<file path="config.mk">
export PLATFORM = sky130hd
export DESIGN_NAME = wdt_ctl
export DESIGN_NICKNAME = d
export VERILOG_FILES = /design/src/wdt_ctl_pkg.sv /design/src/sticky_flag.sv /design/src/wdt_ctl.sv
export SDC_FILE = /design/constraint.sdc
export NUM_CORES = 1
export LEC_CHECK = 0
export BUFFER_PORTS_ARGS = -buffer_cell sky130_fd_sc_hd__buf_4
export CORE_ASPECT_RATIO = 1.25
export CORE_MARGIN = 2
export CORE_UTILIZATION = 40
export CTS_BUF_LIST = sky130_fd_sc_hd__clkbuf_16
export DETAILED_ROUTE_END_ITERATION = 12
export GPL_TIMING_DRIVEN = 0
export PLACE_DENSITY = 0.84
export SKIP_CTS_REPAIR_TIMING = 1
export SYNTH_ARGS = -nofsm -noshare
export SYNTH_HDL_FRONTEND = slang
export SYNTH_HIERARCHICAL = 1
export SYNTH_SLANG_ARGS = --single-unit
</file>
<file path="constraint.sdc">
create_clock -name clk_in -period 1.35 [get_ports clk_in]
set_input_delay 0.0675 -clock clk_in [delete_from_list [all_inputs] [get_ports clk_in]]
set_output_delay 0.0675 -clock clk_in [all_outputs]
set_load 0.01 [all_outputs]
</file>
<file path="src/wdt_ctl_pkg.sv">
// Constants for the watchdog and CPU bus-error control block.
// Assumes a 32-bit AHB-Lite register slave in one system clock domain.
package wdt_ctl_pkg;
   // Register byte offsets
   localparam logic [7:0] CTRL_OFF     = 8'h00;
   localparam logic [7:0] IRQ_STAT_OFF = 8'h04;
   localparam logic [7:0] IRQ_MASK_OFF = 8'h08;
   // Control register field positions
   localparam int RD_EXC_DIS_BIT = 7;
   localparam int WD_EN_BIT      = 6;
   localparam int WD_STAT_BIT    = 5;
   localparam int CPU_BE_EN_BIT  = 4;
   localparam int IP_TO_EN_BIT   = 3;
   localparam int CTRL_W         = 8;
   // Control reset value: both error enables and watchdog enable set
   localparam logic [7:0] CTRL_RST = 8'h58;
   // Interrupt status and mask layout
   localparam int IRQ_WD_BIT = 0;
   localparam int IRQ_BE_BIT = 1;
   localparam int IRQ_W      = 2;
   localparam logic [1:0] IRQ_MASK_RST = 2'h0;
   // AHB constants
   localparam logic [1:0] HTRANS_NONSEQ = 2'h2;
endpackage : wdt_ctl_pkg

</file>
<file path="src/sticky_flag.sv">
// Sticky event flag with software clear; a set in the clear cycle wins.
// Assumes reset already synchronised to clk_in.
`timescale 1ns/100ps
module sticky_flag (
   input  wire logic clk_in,
   input  wire logic rst_b_in,
   input  wire logic set_in,
   input  wire logic clr_in,
   output logic      flag_out
);
   logic flag_ff;

   // Set has priority over clear
   always_ff @(posedge clk_in or negedge rst_b_in) begin
      if (!rst_b_in) begin
         flag_ff <= 1'b0;
      end else if (set_in) begin
         flag_ff <= 1'b1;
      end else if (clr_in) begin
         flag_ff <= 1'b0;
      end
   end

   assign flag_out = flag_ff;
endmodule : sticky_flag

</file>
<file path="src/wdt_ctl.sv">
// Watchdog and CPU bus-error supervisory control with AHB-Lite registers.
// Assumes overflow and error inputs are one-cycle pulses synchronous to
// clk_in, and the boot strap is stable around reset release.
`timescale 1ns/100ps
module wdt_ctl (
   input  wire logic        clk_in,
   input  wire logic        rst_b_in,
   // AHB-Lite slave
   input  wire logic        hsel_in,
   input  wire logic [31:0] haddr_in,
   input  wire logic [1:0]  htrans_in,
   input  wire logic        hwrite_in,
   input  wire logic [2:0]  hsize_in,
   input  wire logic [31:0] hwdata_in,
   input  wire logic        hready_in,
   output logic [31:0]      hrdata_out,
   output logic             hreadyout_out,
   output logic             hresp_out,
   // Supervisory events
   input  wire logic        pci_boot_in,
   input  wire logic        wd_overflow_in,
   input  wire logic        cpu_timeout_in,
   input  wire logic        cpu_undecoded_in,
   input  wire logic        cpu_write_in,
   // Toward the CPU core
   output logic             warm_rst_out,
   output logic             bus_err_out,
   output logic             access_term_out,
   output logic             ip_timeout_en_out,
   output logic             irq_out
);
   logic              rst_meta_ff;
   logic              rst_b_ff;
   logic              strap_done_ff;
   logic              pci_boot_ff;
   logic [7:0]        ctrl_ff;
   logic [1:0]        mask_ff;
   logic [1:0]        stat;
   logic              wd_stat;
   logic              wr_pend_ff;
   logic [7:0]        wr_addr_ff;
   logic [31:0]       hrdata_ff;
   logic [31:0]       nxt_rdata;
   logic              addr_ok;
   logic              ctrl_wr;
   logic              stat_wr;
   logic              live;
   logic              wd_en_eff;
   logic              be_en_eff;
   logic              wd_evt;
   logic              be_evt;
   logic              warm_rst_ff;
   logic              bus_err_ff;
   logic              term_ff;

   ////////////////////////////////////////////////////////////////////////
   // Reset release through two flops
   always_ff @(posedge clk_in or negedge rst_b_in) begin
      if (!rst_b_in) begin
         rst_meta_ff <= 1'b0;
         rst_b_ff    <= 1'b0;
      end else begin
         rst_meta_ff <= 1'b1;
         rst_b_ff    <= rst_meta_ff;
      end
   end

   // Boot strap caught on first edge after release
   always_ff @(posedge clk_in or negedge rst_b_ff) begin
      if (!rst_b_ff) begin
         strap_done_ff <= 1'b0;
         pci_boot_ff   <= 1'b0;
      end else if (!strap_done_ff) begin
         strap_done_ff <= 1'b1;
         pci_boot_ff   <= pci_boot_in;
      end
   end

   ////////////////////////////////////////////////////////////////////////
   // AHB-Lite address phase capture
   assign addr_ok = hsel_in && hready_in && htrans_in[1];

   always_ff @(posedge clk_in or negedge rst_b_ff) begin
      if (!rst_b_ff) begin
         wr_pend_ff <= 1'b0;
         wr_addr_ff <= 8'h00;
      end else begin
         wr_pend_ff <= addr_ok && hwrite_in;
         wr_addr_ff <= haddr_in[7:0];
      end
   end

   // Write strobes in the data phase
   assign ctrl_wr = wr_pend_ff && (wr_addr_ff == wdt_ctl_pkg::CTRL_OFF);
   assign stat_wr = wr_pend_ff && (wr_addr_ff == wdt_ctl_pkg::IRQ_STAT_OFF);

   // Read data for the addressed register
   always_comb begin
      nxt_rdata = 32'h0000_0000;
      if (haddr_in[7:0] == wdt_ctl_pkg::CTRL_OFF) begin
         nxt_rdata[7:0] = ctrl_ff;
         nxt_rdata[wdt_ctl_pkg::WD_STAT_BIT] = wd_stat;
      end else if (haddr_in[7:0] == wdt_ctl_pkg::IRQ_STAT_OFF) begin
         nxt_rdata[1:0] = stat;
      end else if (haddr_in[7:0] == wdt_ctl_pkg::IRQ_MASK_OFF) begin
         nxt_rdata[1:0] = mask_ff;
      end
   end

   always_ff @(posedge clk_in or negedge rst_b_ff) begin
      if (!rst_b_ff) begin
         hrdata_ff <= 32'h0000_0000;
      end else if (addr_ok && !hwrite_in) begin
         hrdata_ff <= nxt_rdata;
      end
   end

   assign hrdata_out    = hrdata_ff;
   assign hreadyout_out = 1'b1;
   assign hresp_out     = 1'b0;

   ////////////////////////////////////////////////////////////////////////
   // Control and mask registers
   always_ff @(posedge clk_in or negedge rst_b_ff) begin
      if (!rst_b_ff) begin
         ctrl_ff <= wdt_ctl_pkg::CTRL_RST;
      end else if (ctrl_wr) begin
         ctrl_ff <= hwdata_in[7:0];
      end
   end

   always_ff @(posedge clk_in or negedge rst_b_ff) begin
      if (!rst_b_ff) begin
         mask_ff <= wdt_ctl_pkg::IRQ_MASK_RST;
      end else if (wr_pend_ff
                   && wr_addr_ff == wdt_ctl_pkg::IRQ_MASK_OFF) begin
         mask_ff <= hwdata_in[1:0];
      end
   end

   // Enables held off in PCI boot and until strap is known
   assign live = strap_done_ff && !pci_boot_ff;
   assign wd_en_eff = live && ctrl_ff[wdt_ctl_pkg::WD_EN_BIT];
   assign be_en_eff = live && ctrl_ff[wdt_ctl_pkg::CPU_BE_EN_BIT];
   assign ip_timeout_en_out = live
                              && ctrl_ff[wdt_ctl_pkg::IP_TO_EN_BIT];

   // Events
   assign wd_evt = wd_overflow_in && wd_en_eff;
   assign be_evt = (cpu_timeout_in || cpu_undecoded_in)
                   && be_en_eff;

   ////////////////////////////////////////////////////////////////////////
   // Watchdog reset status: set by hardware, cleared by writing zero
   sticky_flag u_wd_stat (
      .clk_in   (clk_in),
      .rst_b_in (rst_b_ff),
      .set_in   (wd_evt),
      .clr_in   (ctrl_wr
                 && !hwdata_in[wdt_ctl_pkg::WD_STAT_BIT]),
      .flag_out (wd_stat)
   );

   // Interrupt status bits, write one to clear
   sticky_flag u_irq_wd (
      .clk_in   (clk_in),
      .rst_b_in (rst_b_ff),
      .set_in   (wd_evt),
      .clr_in   (stat_wr && hwdata_in[wdt_ctl_pkg::IRQ_WD_BIT]),
      .flag_out (stat[wdt_ctl_pkg::IRQ_WD_BIT])
   );

   sticky_flag u_irq_be (
      .clk_in   (clk_in),
      .rst_b_in (rst_b_ff),
      .set_in   (be_evt),
      .clr_in   (stat_wr && hwdata_in[wdt_ctl_pkg::IRQ_BE_BIT]),
      .flag_out (stat[wdt_ctl_pkg::IRQ_BE_BIT])
   );

   // Level interrupt from unmasked status
   assign irq_out = |(stat & mask_ff);

   ////////////////////////////////////////////////////////////////////////
   // Pulses toward the CPU core
   always_ff @(posedge clk_in or negedge rst_b_ff) begin
      if (!rst_b_ff) begin
         warm_rst_ff <= 1'b0;
         bus_err_ff  <= 1'b0;
         term_ff     <= 1'b0;
      end else begin
         warm_rst_ff <= wd_evt;
         term_ff     <= be_evt;
         bus_err_ff  <= be_evt && !cpu_write_in
                        && !ctrl_ff[wdt_ctl_pkg::RD_EXC_DIS_BIT];
      end
   end

   assign warm_rst_out    = warm_rst_ff;
   assign bus_err_out     = bus_err_ff;
   assign access_term_out = term_ff;
endmodule : wdt_ctl

</file>
* Word level (Yosys, flattened, before mapping)
Index checks and enable logic that the tools add are counted.
** Word-level totals
- Register bits :: 37
- Input bits :: 79
- Logic and storage cells :: 60
** Cells by class
- Eq/ne operators :: 4
- Mux-type cells :: 10
- Bitwise logic cells :: 1
- Reductions and logical operators :: 30
** Operators by type and width (count)
- 1-bit logical AND :: 18
- 8-bit by 3-bit equality test with 1-bit output, second input constant :: 2
- 8-bit by 4-bit equality test with 1-bit output, second input constant :: 2
- 8-bit zero test :: 2
- 1-bit two-way mux :: 6
- 2-bit two-way mux :: 3
- 6-bit two-way mux :: 1
- 2-bit nonzero test :: 3
- 1-bit zero test :: 5
- 2-bit bitwise AND :: 1
- 2-bit OR reduction :: 1
- 1-bit logical OR :: 1

* Longest topological paths before layout
- Word-level depth :: 6
- Depth in mapped cells :: 5
- Depth with buffers taken out :: 5

* Modules after synthesis
Netlist, hierarchy kept.
** By module, submodules not included
- wdt_ctl :: times used 1, cells each 113, area each 1461.4 µm², sequential area each 829.5 µm²
- sticky_flag :: times used 3, cells each 3, area each 36.3 µm², sequential area each 25.0 µm²

* Worst setup path before layout
OpenSTA, ideal clock, no wires.
- Path kind :: reg2reg
- From :: reg wr_addr_ff[5]
- To :: reg mask_ff[0]
- Library setup time :: 0.125 ns
- Data arrival time :: 1.710 ns
- Required time :: 1.225 ns
- Path slack :: -0.485 ns
- Stages on the path, launching flop included :: 4
- Path buffers :: 0
- Period minus slack after synthesis :: 1.835 ns
- Cells stage by stage :: dfrtp_1 > or4b_4 > or4_4 > mux2_4
** On the way
- Cells in the longest elaborated chain, start to end :: 2
** Ends and longest elaborated chain
- start, declared :: RTL line wdt_ctl.sv:41 : logic [7:0] wr_addr_ff;
- start signal, assigned :: RTL line wdt_ctl.sv:89 : wr_addr_ff <= haddr_in[7:0];
- 8-bit by 4-bit equality test with 1-bit output :: RTL line wdt_ctl.sv:136 : && wr_addr_ff == wdt_ctl_pkg::IRQ_MASK_OFF) begin
- 1-bit logical AND :: RTL line wdt_ctl.sv:136
- end signal, assigned :: RTL line wdt_ctl.sv:134 : mask_ff <= wdt_ctl_pkg::IRQ_MASK_RST;
- end signal, assigned :: RTL line wdt_ctl.sv:137 : mask_ff <= hwdata_in[1:0];
- end, declared :: RTL line wdt_ctl.sv:37 : logic [1:0] mask_ff;
Every way passes these cells.
A chain may end at the register's enable or synchronous reset.

* Final worst setup path
- From :: reg wr_addr_ff[5]
- To :: reg mask_ff[1]
Same word-level chain as after synthesis.

==> metrics <==
status=finished with violations; failing checks=negative setup slack; fill count=between 300 and 400; first-pass GRT wire length=between 4 and 5 mm; minimum clock period=between 1.5 and 2 ns; P&R area growth vs syn=49.5%; post-synthesis sequential area ratio=0.576; synthesized area=1570 µm²; post-DP HPWL=about 2.2 mm; final hold violation count=0; Setup Skew=around 0.0032 ns; Setup Viol. Count Final=12; clock sinks=36; Hold Path Depth=2; GRT Total Usage=0.154; Worst-path clk slew=roughly 0.050 ns; row count=25; CP max FO=3; root buf cell=clkbuf_16; Antenna diodes=0; post-route ant nets=0; Synth Area in Compound Gates=0.0821; setup repair after global routing missed its margin=yes; Yosys reg bits=36; starting density of the core=0.415; CTS Buf Count=5; synth cell count leaders=33 x dfrtp_1, 26 x buf_4, 9 x a22o_1, 8 x mux2_2, 6 x inv_1; RR Startpoint=wr_addr_ff[5]; final-report max-slew violation count=0; Final nets=approximately 290; routability cong.=approximately 0.78; worst setup path class=flip-flop to flip-flop; CP Data Required Time=about 1.5 ns; Max H-tree Level=2; Max-Slew Margin vs Limit=0.531; setup ws final=-0.550 ns; Worst Setup SP=wr_addr_ff[5]; worst vdd ir=slightly above 0.0009 V; pwr dens=1030 nW/µm²; Hold EP=ctrl_ff[2]; Tot Pwr=2.42 mW; Area contributors post-synth=dfrtp_1 53%, buf_4 12%, mux2_2 5.7%; crit path launch type=flip-flop; total grt overflow=0; drt pass-1 iters=4; later-pin clock latency in the skew report=~0.27 ns; Distinct cells, synth=28; Top FF cell, synth=dfrtp_1; CP endpoint kind=flip-flop; crit share post-route=1.41; WP data arrival=between 2 and 2.5 ns; layout cell share with drive strength beyond 1=0.449; DIE HEIGHT=~74 µm; mux share of post-synthesis cell area=0.0765; antenna violations before repair=0; Worst Hold Launch=hwdata_in[2]; First DRT Iteration DRCs=14; Die ar.=4450 µm²; worst-margin pin slew=roughly 0.70 ns; worst reg-to-reg setup slack=-0.55 ns; xor/xnor cell area share of the yosys netlist=0; Ys Warns=6; adder-cell share of the synthesized area=0; Post-Synth Simple-Gate Area=0.120; asr flop ratio synth=1.00; vias in the first global route=approximately 1.0k; Max Cap Violations=0; largest family of logic cells by synthesized area=buffers and inverters; DIE WIDTH=roughly 60 µm; setup_tns=-4.57 ns; count leader, synth=dfrtp_1; min-delay worst type=input pin to flip-flop; Cells after Synth=approximately 120; CTS Buffer Depth=2; leading area contributor after synthesis=dfrtp_1; worst r2r path cells=3; vias per cell=approximately 4.3; Routed WL=between 3 and 4 mm; EDFF count, synth=0; Yosys top cell area share=0.526; PortBufs=39; worst r2r dst=mask_ff[1]; Residual DRC=0; synthesized area per cell=12.9 µm²; largest net degree at the start of global routing=35; Ports=about 120; Core Area=between 3000 and 4000 µm²; fmax=between 500 and 600 MHz; wire length per cell=roughly 12 µm; CTS tree=yes; static leakage=1.23 nW; via count=between 1k and 1.5k
sequential cells by signal (all words and copies together) (netlist names):
register	cells
access_term_out	1
bus_err_out	1
ctrl_ff	7
hrdata_out	8
mask_ff	2
pci_boot_ff	1
rst_b_ff	1
rst_meta_ff	1
strap_done_ff	1
u_irq_be/flag_out	1
u_irq_wd/flag_out	1
u_wd_stat/flag_out	1
warm_rst_out	1
wr_addr_ff	8
wr_pend_ff	1
placed cells by master, fill, tap and decap left out, drive strengths merged:
cell	instances
a21o	3
or3	1
and4	1
nand2	3
dfrtp	33
dlygate4sd3	10
nor2	4
and2	1
clkbuf	6
nand2b	2
inv	8
a22o	9
clkinv	1
conb	28
or4	3
and3	3
nor2b	1
nand4b	1
buf	67
or4b	1
mux2	10
nor3b	2
nor4	3
o211a	1
o41ai	2
dfstp	3
layout make-up:
type                       count  area, µm²  share of cell area
timing repair buffer          51        420               0.179
buffer                        27        199              0.0848
tap                           54       67.6              0.0288
multi-input combinational     79        596               0.254
sequential                    36        906               0.386
inverter                       6       22.5             0.00959
clock buffer                   5        125              0.0533
clock inverter                 3       11.3             0.00480
routing by layer:
layer / GRT usage / part of all wire / vias to the layer above
met1: 0.175 / 0.38 / 538
met2: 0.238 / 0.53 / 40
met4: 0.0815 / 0.023 / 0
li1: - / - / 538
met5: 0 / 0 / -
met3: 0.0730 / 0.063 / 9
cell families after synthesis:
family	Yosys count
buf+inv	33
simple gates	26
other cells	2
flops	36
mux	10
compound gates	15
worst max-delay path, cell delays in order, from the launching register on:
cell and delay [ns]:
dfrtp_1 0.36, or4b_4 0.57, or4_4 0.54, mux2_4 0.31
power breakdown:
| part | switching [mW] | total (mW) | internal (mW) |
|---|---|---|---|
| combinational | 0.0869 | 0.228 | 0.141 |
| clock | 0.387 | 1.05 | 0.662 |
| sequential | 0.0359 | 1.15 | 1.11 |
worst max path at each step:
stage / endpoint / slack (ns) / cells after the start
after floorplan: mask_ff[0] / -0.48 / 3
after global placement: ctrl_ff[0] / -0.69 / 3
after detailed placement: ctrl_ff[7] / -0.71 / 3
after CTS: ctrl_ff[7] / -0.72 / 3
after global routing: mask_ff[1] / -0.60 / 3
final: mask_ff[1] / -0.55 / 3
per-stage QoR:
stage          hold WS, ns  area, µm²  setup WS (ns)  instances  utilization
2_1_floorplan       -0.228       1680         -0.485        148            -
3_3_place_gp        -0.149       2040         -0.694        241        0.538
3_5_place_dp        -0.148       2040         -0.710        241        0.538
4_1_cts             -0.438       2170         -0.719        249        0.574
5_1_grt             0.0177       2350         -0.595        261        0.620
6_report            0.0252       2350         -0.550        261        0.620
Power figures use the tool's default switching activity.
